<file path="src/smi_pkg.sv">
package smi_pkg;
  // Register offsets (offsets 05h/06h are not multiples of four: index*4)
  localparam logic [7:0] SMI_IDX_CFG = 8'h05;
  localparam logic [7:0] SMI_IDX_MAPEN = 8'h06;
  localparam logic [7:0] SMI_IDX_STATUS = 8'h04;
  localparam logic [7:0] SMI_IDX_CTRL = 8'h03;
  localparam logic [7:0] SMI_IDX_EVT_STAT = 8'h10;
  localparam logic [7:0] SMI_IDX_EVT_CLR = 8'h11;
  localparam logic [7:0] SMI_IDX_EVT_EN = 8'h12;
  localparam logic [7:0] SMI_IDX_PINS = 8'h13;
  // Reset values
  localparam logic [7:0] SMI_CFG_RST = 8'h00;
  localparam logic [7:0] SMI_MAPEN_RST = 8'h00;
  localparam logic [7:0] SMI_CTRL_RST = 8'h00;
  localparam logic [3:0] SMI_EVT_EN_RST = 4'h0;
  // Field positions
  localparam int SMI_CFG_EN_LSB = 0;
  localparam int SMI_CFG_ROUTE_LSB = 4;
  localparam int SMI_MAP_MEM_LSB = 0;
  localparam int SMI_MAP_IO0_BIT = 6;
  localparam int SMI_MAP_IO1_BIT = 7;
  localparam int SMI_CTRL_REDIR_BIT = 4;
  localparam int SMI_CTRL_IOCARD_BIT = 5;
  localparam int SMI_ST_BATDEAD = 0;
  localparam int SMI_ST_BATWARN = 1;
  localparam int SMI_ST_READY = 2;
  localparam int SMI_ST_DETECT = 3;
  // Routing codes
  localparam logic [3:0] SMI_ROUTE_OFF = 4'h0;
  localparam logic [3:0] SMI_RSV_A = 4'h1;
  localparam logic [3:0] SMI_RSV_B = 4'h2;
  localparam logic [3:0] SMI_RSV_C = 4'h6;
  localparam logic [3:0] SMI_RSV_D = 4'h8;
  localparam logic [3:0] SMI_RSV_E = 4'hd;
  localparam logic [3:0] SMI_ROUTE_DACK = 4'h9;
  localparam logic [3:0] SMI_ROUTE_DRQ = 4'ha;
  localparam logic [3:0] SMI_ROUTE_LED = 4'hc;
  localparam logic [3:0] SMI_ROUTE_RING = 4'hf;
  // AHB-Lite codes
  localparam logic [1:0] SMI_HTRANS_NONSEQ = 2'b10;
  localparam logic [2:0] SMI_HSIZE_WORD = 3'b010;
endpackage

</file>
<file path="src/smi_sync_edge.sv">
`timescale 1ns/100ps
`default_nettype none
module smi_sync_edge (
  // Clock and reset
  input wire logic clk,
  input wire logic rst,
  // Raw pin and results
  input wire logic pinAsync,
  output logic level,
  output logic rise,
  output logic fall
);
  logic meta_r;
  logic sync_r;
  logic last_r;

  // Two-stage synchroniser and edge history, tracking the pin through reset
  always_ff @(posedge clk) begin
    meta_r <= pinAsync;
    sync_r <= meta_r;
    last_r <= sync_r;
  end

  // Edges masked in reset, so release shows no false edge
  assign level = sync_r;
  assign rise = sync_r & ~last_r & ~rst;
  assign fall = ~sync_r & last_r & ~rst;
endmodule
`default_nettype wire

</file>
<file path="src/smi_socket_regs.sv">
// Behaviour
// - Config register at 05h: four source enables and routing field, reset zero.
// - Enable bit 0 with battery-dead/status-change flag raises management interrupt.
// - Enable bit 1 with battery-warning flag interrupts; ignored in I/O card mode.
// - Enable bit 2 with ready-change flag raises management interrupt.
// - Enable bit 3 with card-detect-change flag raises management interrupt.
// - Bits 7:4 pick IRQ pin n; 0000 and reserved codes drive none.
// - IRQ 9, 10, 12, 15 pins may carry DACK, DRQ, LED, ring functions.
// - Mapping enable 06h bits 0-4 gate memory windows 0 to 4.
// - Mapping enable bit 5 has no effect; full address decodes chip-select.
// - Mapping enable bit 6 gates responses to I/O window 0.
// - Mapping enable bit 7 gates responses to I/O window 1.
// - Reading the status change register clears every change flag.
// - Battery-dead flag sets on falling edge; either edge in I/O mode.
// - Redirect bit sends management interrupt to processor line instead.
//
// The AHB-Lite register port is this design's own decision.
`timescale 1ns/100ps
`default_nettype none
module smi_socket_regs
  import smi_pkg::*;
(
  // Clock and reset
  input wire logic clk,
  input wire logic rst,
  // AHB-Lite slave
  input wire logic hsel,
  input wire logic [31:0] haddr,
  input wire logic [1:0] htrans,
  input wire logic hwrite,
  input wire logic [2:0] hsize,
  input wire logic [31:0] hwdata,
  input wire logic hready,
  output logic [31:0] hrdata,
  output logic hreadyout,
  output logic hresp,
  // Card pins
  input wire logic batteryDeadStatusPin,
  input wire logic batteryWarningPin,
  input wire logic cardReadyIrqPin,
  input wire logic cardDetectPinA,
  input wire logic cardDetectPinB,
  // Window hits from the decoders
  input wire logic [4:0] memWindowHit,
  input wire logic [1:0] ioWindowHit,
  // Window responses
  output logic [4:0] memWindowRespond,
  output logic [1:0] ioWindowRespond,
  // Interrupt outputs
  output logic [15:0] hostIrq,
  output logic processorInterruptLine,
  output logic [3:0] altShareSel,
  output logic eventIrq
);
  ////////////////////////////////////////////////////////////////
  // Declarations
  logic [7:0] cfg_r;
  logic [7:0] mapEn_r;
  logic [7:0] ctrl_r;
  logic [3:0] chg_r;
  logic [3:0] chg_nxt;
  logic [3:0] evtStat_r;
  logic [3:0] evtEn_r;
  logic [4:0] pinLevel;
  logic [4:0] pinRise;
  logic [4:0] pinFall;
  logic [4:0] pinIn;
  logic phaseValid_r;
  logic phaseWrite_r;
  logic [7:0] phaseIdx_r;
  logic [3:0] srcEvt;
  logic mgmtIrq;
  logic [3:0] route;
  logic routeLegal;
  logic ioCard;
  logic statusRead;
  logic [31:0] rdData;
  logic [3:0] evtClr;

  function automatic logic isReserved(input logic [3:0] code);
    isReserved = (code == SMI_ROUTE_OFF) || (code == SMI_RSV_A) || (code == SMI_RSV_B)
      || (code == SMI_RSV_C) || (code == SMI_RSV_D) || (code == SMI_RSV_E);
  endfunction

  function automatic logic [7:0] wordIdx(input logic [31:0] addr);
    wordIdx = addr[9:2];
  endfunction

  ////////////////////////////////////////////////////////////////
  // Pin synchronisers
  assign pinIn = {cardDetectPinB, cardDetectPinA, cardReadyIrqPin, batteryWarningPin,
    batteryDeadStatusPin};

  for (genvar i = 0; i < 5; i++) begin : gSync
    smi_sync_edge uSync (
      .clk(clk),
      .rst(rst),
      .pinAsync(pinIn[i]),
      .level(pinLevel[i]),
      .rise(pinRise[i]),
      .fall(pinFall[i])
    );
  end

  ////////////////////////////////////////////////////////////////
  // AHB-Lite address phase capture
  always_ff @(posedge clk) begin
    if (rst) begin
      phaseValid_r <= 1'b0;
      phaseWrite_r <= 1'b0;
      phaseIdx_r <= 8'h00;
    end else if (hready) begin
      phaseValid_r <= hsel && (htrans == SMI_HTRANS_NONSEQ || htrans == 2'b11);
      phaseWrite_r <= hwrite;
      phaseIdx_r <= wordIdx(haddr);
    end
  end

  assign hreadyout = 1'b1;
  assign hresp = 1'b0;
  assign statusRead = phaseValid_r && !phaseWrite_r && (phaseIdx_r == SMI_IDX_STATUS);
  assign evtClr = (phaseValid_r && phaseWrite_r && phaseIdx_r == SMI_IDX_EVT_CLR)
    ? hwdata[3:0] : 4'h0;

  ////////////////////////////////////////////////////////////////
  // Register writes
  always_ff @(posedge clk) begin
    if (rst) begin
      cfg_r <= SMI_CFG_RST;
      mapEn_r <= SMI_MAPEN_RST;
      ctrl_r <= SMI_CTRL_RST;
      evtEn_r <= SMI_EVT_EN_RST;
    end else if (phaseValid_r && phaseWrite_r) begin
      unique case (phaseIdx_r)
        SMI_IDX_CFG: cfg_r <= hwdata[7:0];
        SMI_IDX_MAPEN: mapEn_r <= hwdata[7:0];
        SMI_IDX_CTRL: ctrl_r <= hwdata[7:0];
        SMI_IDX_EVT_EN: evtEn_r <= hwdata[3:0];
        default: ;
      endcase
    end
  end

  ////////////////////////////////////////////////////////////////
  // Status change flags
  assign ioCard = ctrl_r[SMI_CTRL_IOCARD_BIT];
  assign srcEvt[SMI_ST_BATDEAD] = ioCard ? (pinRise[0] | pinFall[0]) : pinFall[0];
  assign srcEvt[SMI_ST_BATWARN] = !ioCard && pinFall[1];
  assign srcEvt[SMI_ST_READY] = !ioCard && (pinRise[2] | pinFall[2]);
  assign srcEvt[SMI_ST_DETECT] = pinRise[3] | pinFall[3] | pinRise[4] | pinFall[4];

  // Set beats the read clear
  always_comb begin
    chg_nxt = statusRead ? 4'h0 : chg_r;
    chg_nxt = chg_nxt | srcEvt;
  end

  always_ff @(posedge clk) begin
    if (rst) begin
      chg_r <= 4'h0;
    end else begin
      chg_r <= chg_nxt;
    end
  end

  ////////////////////////////////////////////////////////////////
  // Management interrupt
  always_comb begin
    mgmtIrq = (cfg_r[SMI_CFG_EN_LSB + 0] & chg_r[SMI_ST_BATDEAD])
      | (cfg_r[SMI_CFG_EN_LSB + 1] & chg_r[SMI_ST_BATWARN] & !ioCard)
      | (cfg_r[SMI_CFG_EN_LSB + 2] & chg_r[SMI_ST_READY])
      | (cfg_r[SMI_CFG_EN_LSB + 3] & chg_r[SMI_ST_DETECT]);
  end
  // Level until the status read clears the flags

  assign route = cfg_r[SMI_CFG_ROUTE_LSB +: 4];
  assign routeLegal = !isReserved(route);

  always_ff @(posedge clk) begin
    if (rst) begin
      hostIrq <= 16'h0000;
      processorInterruptLine <= 1'b0;
      altShareSel <= 4'h0;
    end else begin
      processorInterruptLine <= mgmtIrq && ctrl_r[SMI_CTRL_REDIR_BIT];
      hostIrq <= (mgmtIrq && !ctrl_r[SMI_CTRL_REDIR_BIT] && routeLegal)
        ? (16'h0001 << route) : 16'h0000;
      // Flags pins whose alternate function loses to the interrupt
      altShareSel <= {route == SMI_ROUTE_RING, route == SMI_ROUTE_LED,
        route == SMI_ROUTE_DRQ, route == SMI_ROUTE_DACK};
    end
  end

  ////////////////////////////////////////////////////////////////
  // Window gating
  always_ff @(posedge clk) begin
    if (rst) begin
      memWindowRespond <= 5'h00;
      ioWindowRespond <= 2'h0;
    end else begin
      // Bit 5 is stored but steers nothing
      memWindowRespond <= memWindowHit & mapEn_r[SMI_MAP_MEM_LSB +: 5];
      ioWindowRespond[0] <= ioWindowHit[0] & mapEn_r[SMI_MAP_IO0_BIT];
      ioWindowRespond[1] <= ioWindowHit[1] & mapEn_r[SMI_MAP_IO1_BIT];
    end
  end

  ////////////////////////////////////////////////////////////////
  // Event status for the interrupt output
  always_ff @(posedge clk) begin
    if (rst) begin
      evtStat_r <= 4'h0;
    end else begin
      evtStat_r <= (evtStat_r & ~evtClr) | srcEvt;
    end
  end

  always_ff @(posedge clk) begin
    if (rst) begin
      eventIrq <= 1'b0;
    end else begin
      eventIrq <= |(evtStat_r & evtEn_r);
    end
  end

  ////////////////////////////////////////////////////////////////
  // Read data
  always_comb begin
    rdData = 32'h0000_0000;
    unique case (phaseIdx_r)
      SMI_IDX_CFG: rdData[7:0] = cfg_r;
      SMI_IDX_MAPEN: rdData[7:0] = mapEn_r;
      SMI_IDX_CTRL: rdData[7:0] = ctrl_r;
      SMI_IDX_STATUS: rdData[3:0] = chg_r;
      SMI_IDX_EVT_STAT: rdData[3:0] = evtStat_r;
      SMI_IDX_EVT_EN: rdData[3:0] = evtEn_r;
      SMI_IDX_PINS: rdData[4:0] = pinLevel;
      default: rdData = 32'h0000_0000;
    endcase
  end

  assign hrdata = (phaseValid_r && !phaseWrite_r) ? rdData : 32'h0000_0000;
endmodule
`default_nettype wire

</file>
<file path="config.mk">
export PLATFORM = sky130hd
export DESIGN_NAME = smi_socket_regs
export DESIGN_NICKNAME = d
export VERILOG_FILES = /design/src/smi_pkg.sv /design/src/smi_sync_edge.sv /design/src/smi_socket_regs.sv
export SDC_FILE = /design/constraint.sdc
export NUM_CORES = 1
export LEC_CHECK = 0
export BUFFER_PORTS_ARGS = -buffer_cell sky130_fd_sc_hd__buf_2
export CAP_MARGIN = 40
export CELL_PAD_IN_SITES_DETAIL_PLACEMENT = 0
export CELL_PAD_IN_SITES_GLOBAL_PLACEMENT = 1
export CORE_ASPECT_RATIO = 2
export CORE_MARGIN = 4
export CORE_UTILIZATION = 35
export CTS_CLUSTER_SIZE = 16
export DETAILED_ROUTE_END_ITERATION = 7
export MAX_ROUTING_LAYER = met4
export PLACE_DENSITY_LB_ADDON = 0.1
export SYNTH_ARGS = -nofsm -noshare
export SYNTH_HDL_FRONTEND = slang
export SYNTH_HIERARCHICAL = 1
export SYNTH_SLANG_ARGS = --single-unit
export TNS_END_PERCENT = 100
</file>
<file path="constraint.sdc">
create_clock -name clk -period 3 [get_ports clk]
set_input_delay 0.45 -clock clk [delete_from_list [all_inputs] [get_ports clk]]
set_output_delay 0.45 -clock clk [all_outputs]
set_load 0.02 [all_outputs]
</file>
==> reports/results.ini, run 1 <==
[timing]
finalSetupTns_ns = 0
grt_setup_unrepaired = no
worst_pin_slew_ns = 0.8000
timing.fmax_mhz = 365.4
clock_skew_ns = 0.006628
hold_slack_ns = 0.2139
finalMaxSlewViolations = 0
min_period_over_period = 0.9122
post-route-min-period_ns = 2.737
final_hold_viol_count = 0
max_slew_margin = 0.4659
setup_viol = 0

[clock_tree]
cts_resized = 0
path_clk_slew_ns = 0.06
clk_path_buf_depth = 2
cts-buffers-inserted = 9
cts_root_buffer = clkbuf_16
clk-insertion-delay-late_ns = 0.33
clock_sinks = 90
cts_tree = yes
cts-hold-fix-buffers = 0
h-tree-depth = 3
post-cts-setup-buffer-count = 0

[final_layout]
drive_gt1_frac = 0.2235
diodes = 0
final.fill_count = 1078
final_common_cell = dfxtp_1
syn2layout_area_growth_pct = 19.27
final_area_um2 = 4392
final_nets = 535
layout_common_cells = dfxtp_1 (90), buf_2 (70), nor2_1 (46)

[global_route]
grt_usage = 0.1617
grt_pass1_vias = 2837
grt_max_degree = 32
grt_first_pass_wirelength_um = 14600
antenna_found_initial = 0
gr-total-overflow = 0

[route]
wire_per_inst_um = 15.82
vias_per_cell = 4.784
drtAntennaViolNets = 0
remaining_drc_errors = 0
dr.first_iter.drc_count = 115
vias = 2808
totalWireLength_um = 9284
first_pass_iters = 4

[setup_path]
worstPathRequired_ns = 2.55
critical-path-max-stage-delay_ns = 0.61
worstPathArrival_ns = 2.29
crit_chain = or4_4, nor3_1, a22oi_1, a21oi_1, buf_2
critical_path_class = reg2out
cp-end-kind = primary output
cp_max_fo = 7
crit_path_top_delay_cell = or4_4
crit_family = simple AND/OR/NAND/NOR gates
critPathLaunchType = register
path_buf_inv = 1

[synthesis]
syn-cell-area_um2 = 3682
yosysWarnings = 6
avgSynthCellArea_um2 = 9.793
syn-instance-count = 376

[floorplan]
die_h_um = 153.1
die_w_um = 80.53
rows = 52
io_pins = 149
core-area_um2 = 10210
dieArea_um2 = 12330
start_util = 0.3605

[run]
cap_viol_max_count = 0

[placement]
port_buffers = 70
placed_cell_area_um2 = 4084
hpwl_um = 7175
place.gp.congestion = 0.8911

[worst_hold_path]
hold_path_class = in2reg

[power]
p_leak_nw = 1.970
power.density_nw_per_um2 = 592.4
ir_drop_mv = 0.2946

[run_status]
status = completed

==> sequential cells by signal (all words and copies together), names as in the netlist <==
signal / flops
ctrl_r: 8
evtStat_r: 4
ioWindowRespond: 2
memWindowRespond: 5
cfg_r: 8
eventIrq: 1
chg_r: 4
gSync.uSync/level: 5
mapEn_r: 8
phaseWrite_r: 1
phaseIdx_r: 8
gSync.uSync/last_r: 5
processorInterruptLine: 1
altShareSel: 4
hostIrq: 16
gSync.uSync/meta_r: 5
phaseValid_r: 1
evtEn_r: 4
==> layer usage <==
| layer | GRT usage | up-vias | share of wire |
|---|---|---|---|
| li1 | - | 1399 | - |
| met1 | 0.1481 | 1323 | 0.35 |
| met2 | 0.3085 | 75 | 0.58 |
| met3 | 0.03298 | 11 | 0.042 |
| met4 | 0.06849 | 0 | 0.025 |
| met5 | - | - | 0 |
==> path summary, 6_finish.rpt <==
| path | startpoint | end | slack [ns] | cells past startpoint |
|---|---|---|---|---|
| worst min register to register | gSync[0].uSync/meta_r | gSync[0].uSync/level | 0.33 | 0 |
| worst max register to register | phaseIdx_r[4] | evtEn_r[2] | 0.77 | 4 |
| worst max-delay path | phaseIdx_r[3] | hrdata[3] | 0.26 | 5 |
| worst min-delay path | cardReadyIrqPin | gSync[2].uSync/meta_r | 0.21 | 1 |
==> power by group <==
part / internal, mW / leakage [nW] / switching [mW] / total [mW]
combinational: 0.0633 / 1.08 / 0.113 / 0.176
sequential: 1.23 / 0.736 / 0.0325 / 1.26
clock: 0.742 / 0.151 / 0.426 / 1.17
==> per-stage QoR <==
| step | power (mW) | worst slack [ns] | instances | utilization |
|---|---|---|---|---|
| after global routing | 2.704 | 0.03240 | 587 | 0.4299 |
| after floorplan | 1.422 | 0.7051 | 406 | - |
| final | 2.602 | 0.2633 | 587 | 0.4299 |
| after global placement | 1.459 | 0.6389 | 573 | 0.3998 |
| after CTS | 2.638 | 0.2545 | 587 | 0.4299 |
| after detailed placement | 1.462 | 0.6323 | 573 | 0.3998 |
==> layout make-up <==
cell class / instances / area, um2 / share of cell area
clock inverter: 3 / 65.06 / 0.01481
sequential: 90 / 1802 / 0.4103
tap: 135 / 168.9 / 0.03846
clock buffer: 11 / 242.7 / 0.05527
inverter: 4 / 15.01 / 0.003419
timing repair buffer: 76 / 395.4 / 0.09003
multi-input combinational: 268 / 1703 / 0.3877
Power figures use the tool's default switching activity.
==> run 2: changes to the inputs <==
CORE_ASPECT_RATIO = 1.25   (was 2)
==> reports/results.ini, run 2 (synthesis gave the netlist of run 1 again) <==
[run_status]
status = completed

[global_route]
gr-total-overflow = 0  ; unchanged
grt_usage = 0.1520  ; -0.009738
grt_first_pass_wirelength_um = 13810  ; -5.4%
grt_pass1_vias = 2754  ; -2.9%
grt_max_degree = 38  ; +19%
antenna_found_initial = 0  ; unchanged

[setup_path]
critical_path_class = reg2out
cp_max_fo = 7  ; unchanged
worstPathRequired_ns = 2.55  ; about the same
worstPathArrival_ns = 2.37  ; +0.08 ns
r2r_start = phaseIdx_r[1]
crit_path_start = phaseIdx_r[3]
critPathLaunchType = register
cp-end-kind = primary output

[timing]
clock_skew_ns = 0.007195  ; +0.0005667 ns
timing.final.ws_setup_ns = 0.1818  ; -0.08153 ns
min_period_over_period = 0.9394  ; +0.02718
finalMaxSlewViolations = 0  ; unchanged
finalSetupTns_ns = 0  ; unchanged
timing.fmax_mhz = 354.8  ; -2.9%
max_slew_margin = 0.4947  ; +0.02879
worst_pin_slew_ns = 0.7500  ; -0.05001 ns
final_hold_viol_count = 0  ; unchanged
post-route-min-period_ns = 2.818  ; +0.08153 ns
hold_slack_ns = 0.2079  ; -0.005977 ns
setup_viol = 0  ; unchanged
grt_setup_unrepaired = no

[power]
seq_power_share = 0.493  ; +0.009
internal_power_mw = 1.957  ; -3.6%
p_leak_nw = 1.957  ; -0.65%
p_comb_frac = 0.069  ; about the same
p_clk_frac = 0.438  ; -0.011
report.power.total_mw = 2.549  ; -2.0%
swShare = 0.2321  ; +0.01263
p_switching_mw = 0.5917  ; +3.6%
power.density_nw_per_um2 = 583.7  ; -1.5%
ir_drop_mv = 0.2659  ; -9.7%

[final_layout]
diodes = 0  ; unchanged
drive_gt1_frac = 0.2230  ; -0.0004933
layout_common_cells = dfxtp_1 (90), buf_2 (70), nor2_1 (46)
syn2layout_area_growth_pct = 18.59
final_common_cell = dfxtp_1
largest_reg_flops = 16  ; unchanged
largest-register = hostIrq
final_nets = 534  ; -0.19%

[clock_tree]
clk-insertion-delay-late_ns = 0.34  ; about the same
h-tree-depth = 3  ; unchanged
cts-hold-fix-buffers = 0  ; unchanged
path_clk_slew_ns = 0.06  ; about the same
cts-buffers-inserted = 9  ; unchanged
cts_tree = yes
clock_sinks = 90  ; unchanged
cts_root_buffer = clkbuf_16
clk_path_buf_depth = 2  ; unchanged
post-cts-setup-buffer-count = 0  ; unchanged
cts_resized = 0  ; unchanged

[route]
first_pass_iters = 4  ; unchanged
dr.first_iter.drc_count = 90  ; -22%
wire_per_inst_um = 15.22  ; -3.7%
vias = 2791  ; -0.61%
drtAntennaViolNets = 0  ; unchanged
vias_per_cell = 4.796  ; +0.25%
remaining_drc_errors = 0  ; unchanged
totalWireLength_um = 8860  ; -4.6%

[worst_hold_path]
hold_path_class = in2reg
min-delay-start = batteryDeadStatusPin

[floorplan]
core-area_um2 = 10210  ; about the same
die_h_um = 122.7  ; -20%
io_pins = 149  ; unchanged
start_util = 0.3607  ; about the same
dieArea_um2 = 12240  ; -0.73%
die_w_um = 99.74  ; +24%
rows = 41  ; -21%

[placement]
place.gp.congestion = 0.7896  ; -11%
port_buffers = 70  ; unchanged
hpwl_um = 6614  ; -7.8%
dpl_worst_slack_ns = 0.5224  ; -0.1099 ns

[run]
cap_viol_max_count = 0  ; unchanged

## run 2: cell count changes in the layout (fill, tap and decap cells not counted), sizes merged
cell      delta
buf          -1
bufinv       -1
clkbuf       +1
clkinv       +1
clkinvlp     +1
## run 2: cell type report
cell class,instances,area (um2)
Tap cell,129,161.4
Multi-Input combinational cell,268,1703
Fill cell,1068,5842
Inverter,4,15.01
Clock buffer,12,246.5
Clock inverter,4,51.30
Timing Repair Buffer,75,387.9
Sequential cell,90,1802
## run 2: critical path, cell delays in order, from the launching register on
cell and delay, ns:
dfxtp_1 0.38, or4_4 0.61, nor3_1 0.45, a22oi_1 0.16, a21oi_1 0.23, buf_2 0.20
## run 2: layer usage
layer | track usage | share of wire
met3 | 0.03525 | 0.052
met2 | 0.2646 | 0.52
met5 | - | 0
met1 | 0.1652 | 0.41
met4 | 0.06490 | 0.019
## run 2: per-stage QoR
| stage | instance area, um2 | util | instances |
|---|---|---|---|
| finish | 4367 | 0.4277 | 582 |
| global route | 4367 | 0.4277 | 582 |
| CTS | 4367 | 0.4277 | 582 |
| detailed placement | 4069 | 0.3986 | 566 |
| global placement | 4069 | 0.3986 | 566 |
| floorplan | 3795 | - | 406 |
## run 2: worst paths after layout
| check | to | slack [ns] | cells after the start |
|---|---|---|---|
| setup / recovery | hrdata[3] | 0.18 | 5 |
| hold / removal | gSync[0].uSync/meta_r | 0.21 | 1 |
| setup reg to reg | ctrl_r[3] | 0.93 | 5 |
| hold reg to reg | gSync[4].uSync/level | 0.33 | 0 |
## run 2: power groups by stage
| stage | registers (mW) | logic, mW | clock network [mW] |
|---|---|---|---|
| 2_1_floorplan | 1.27 | 0.149 | 0 |
| 3_3_place_gp | 1.28 | 0.175 | 0 |
| 3_5_place_dp | 1.28 | 0.177 | 0 |
| 4_1_cts | 1.26 | 0.177 | 1.15 |
| 5_1_grt | 1.26 | 0.195 | 1.20 |
| 6_report | 1.26 | 0.176 | 1.12 |
==> run 3: changes to the inputs <==
CORE_UTILIZATION = 38   (was 35)
==> reports/results.ini, run 3 (synthesis gave the netlist of run 1 again) <==
[route]
vias = 2808  ; +0.61%
wire_per_inst_um = 15.13  ; -0.63%
totalWireLength_um = 8698  ; -1.8%
drtAntennaViolNets = 0  ; unchanged
remaining_drc_errors = 0  ; unchanged
vias_per_cell = 4.883  ; +1.8%
first_pass_iters = 5  ; +1
dr.first_iter.drc_count = 84  ; -6.7%

[setup_path]
critical_path_class = reg2out
critical-path-max-stage-delay_ns = 0.61  ; about the same
path_buf_inv = 1  ; unchanged
crit_family = simple AND/OR/NAND/NOR gates
rrSetupSlack_ns = 0.69  ; -0.24 ns
r2r_end = evtEn_r[3]
cp-end-kind = primary output
r2r_start = phaseIdx_r[4]
crit_chain = or4_4, nor3_1, a22oi_1, a21oi_1, buf_2
r2r_cells = 5  ; unchanged
worstPathRequired_ns = 2.55  ; about the same
critPathLaunchType = register
worstPathArrival_ns = 2.31  ; -0.06 ns
cp_max_fo = 7  ; unchanged
crit_path_top_delay_cell = or4_4

[timing]
post-route-min-period_ns = 2.761  ; -0.05739 ns
finalMaxSlewViolations = 0  ; unchanged
max_slew_margin = 0.5520  ; +0.05732
final_hold_viol_count = 0  ; unchanged
finalSetupTns_ns = 0  ; unchanged
timing.fmax_mhz = 362.2  ; +2.1%
worst_pin_slew_ns = 0.6649  ; -0.08508 ns
setup_viol = 0  ; unchanged
grt_setup_unrepaired = no
min_period_over_period = 0.9203  ; -0.01913
clock_skew_ns = 0.004492  ; -0.002703 ns

[global_route]
grt_max_degree = 36  ; -5.3%
grt_pass1_vias = 2668  ; -3.1%
gr-total-overflow = 0  ; unchanged
antenna_found_initial = 0  ; unchanged
grt_usage = 0.1635  ; +0.01155
grt_first_pass_wirelength_um = 13710  ; -0.75%

[clock_tree]
clk-insertion-delay-late_ns = 0.34  ; about the same
post-cts-setup-buffer-count = 0  ; unchanged
clock_sinks = 90  ; unchanged
cts_root_buffer = clkbuf_16
cts_resized = 0  ; unchanged
cts-buffers-inserted = 9  ; unchanged
cts_tree = yes
cts-hold-fix-buffers = 0  ; unchanged
path_clk_slew_ns = 0.06  ; about the same
clk_path_buf_depth = 2  ; unchanged
h-tree-depth = 3  ; unchanged

[floorplan]
start_util = 0.3951  ; +0.03438
dieArea_um2 = 11340  ; -7.3%
rows = 39  ; -4.9%
die_w_um = 96.05  ; -3.7%
io_pins = 149  ; unchanged
die_h_um = 118.1  ; -3.8%
core-area_um2 = 9320  ; -8.7%

[power]
p_leak_nw = 1.970  ; +0.65%
p_clk_frac = 0.460  ; +0.022
power.density_nw_per_um2 = 605.0  ; +3.6%
p_switching_mw = 0.6082  ; +2.8%
seq_power_share = 0.474  ; -0.019
p_comb_frac = 0.066  ; -0.003
ir_drop_mv = 0.3530  ; +33%
internal_power_mw = 2.043  ; +4.4%
swShare = 0.2294  ; -0.002690

[placement]
port_buffers = 70  ; unchanged
place_inst = 559  ; -1.2%
place.gp.congestion = 0.8281  ; +4.9%
hpwl_um = 6231  ; -5.8%

[worst_hold_path]
min-delay-start = batteryWarningPin
holdPathStages = 1  ; unchanged
hold_path_class = in2reg
holdPathEnd = gSync[1].uSync/meta_r

[final_layout]
syn2layout_area_growth_pct = 18.99
diodes = 0  ; unchanged
fin_cells = 575  ; -1.2%
largest_reg_flops = 16  ; unchanged
final.fill_count = 937  ; -12%
final_core_util = 0.4701  ; +0.04238
drive_gt1_frac = 0.2257  ; +0.002706
largest-register = hostIrq
final_common_cell = dfxtp_1
final_nets = 533  ; -0.19%
layout_common_cells = dfxtp_1 (90), buf_2 (70), nor2_1 (46)

[run_status]
status = completed

[run]
cap_viol_max_count = 0  ; unchanged

run 3: cell count changes in the layout (fill, tap and decap cells not counted), sizes merged:
cell    delta
clkbuf     -2
inv        +1
buf        -1
bufinv     +1
run 3: through the flow:
stage / total power [mW] / instance area (um2) / hold slack (ns) / setup slack [ns]
after floorplan: 1.422 / 3795 / 0.3096 / 0.7051
after global placement: 1.455 / 4054 / 0.3107 / 0.5832
after detailed placement: 1.458 / 4054 / 0.3121 / 0.6000
after CTS: 2.690 / 4382 / 0.1902 / 0.2081
after global routing: 2.766 / 4382 / 0.1889 / 0.07426
final: 2.651 / 4382 / 0.2057 / 0.2391
run 3: how the worst max path moves through the flow:
stage | startpoint | endpoint | slack (ns) | depth (start not counted)
floorplan | phaseIdx_r[3] | hrdata[4] | 0.71 | 4
global placement | phaseIdx_r[3] | hrdata[3] | 0.58 | 5
detailed placement | phaseIdx_r[3] | hrdata[3] | 0.60 | 5
CTS | phaseIdx_r[3] | hrdata[3] | 0.21 | 5
global route | phaseIdx_r[3] | hrdata[0] | 0.07 | 5
finish | phaseIdx_r[3] | hrdata[3] | 0.24 | 5
run 3: cell type report:
type / count / area, um2 / share of cell area
clock buffer: 10 / 239.0 / 0.05454
clock inverter: 6 / 88.84 / 0.02027
inverter: 4 / 15.01 / 0.003427
multi-input combinational: 268 / 1703 / 0.3886
sequential: 90 / 1802 / 0.4112
tap: 123 / 153.9 / 0.03512
timing repair buffer: 74 / 380.4 / 0.08681
run 3: power groups by stage:
stage / sequential (mW) / clock (mW) / combinational, mW
2_1_floorplan: 1.27 / 0 / 0.149
3_3_place_gp: 1.28 / 0 / 0.172
3_5_place_dp: 1.28 / 0 / 0.174
4_1_cts: 1.26 / 1.26 / 0.175
5_1_grt: 1.26 / 1.31 / 0.193
6_report: 1.26 / 1.22 / 0.174
run 3: metal layers:
metal / GRT usage / part of all wire / up-vias
met5: - / 0 / -
met1: 0.1926 / 0.43 / 1328
met2: 0.2635 / 0.50 / 69
met3: 0.04412 / 0.057 / 12
met4: 0.05872 / 0.016 / 0
li1: - / - / 1399
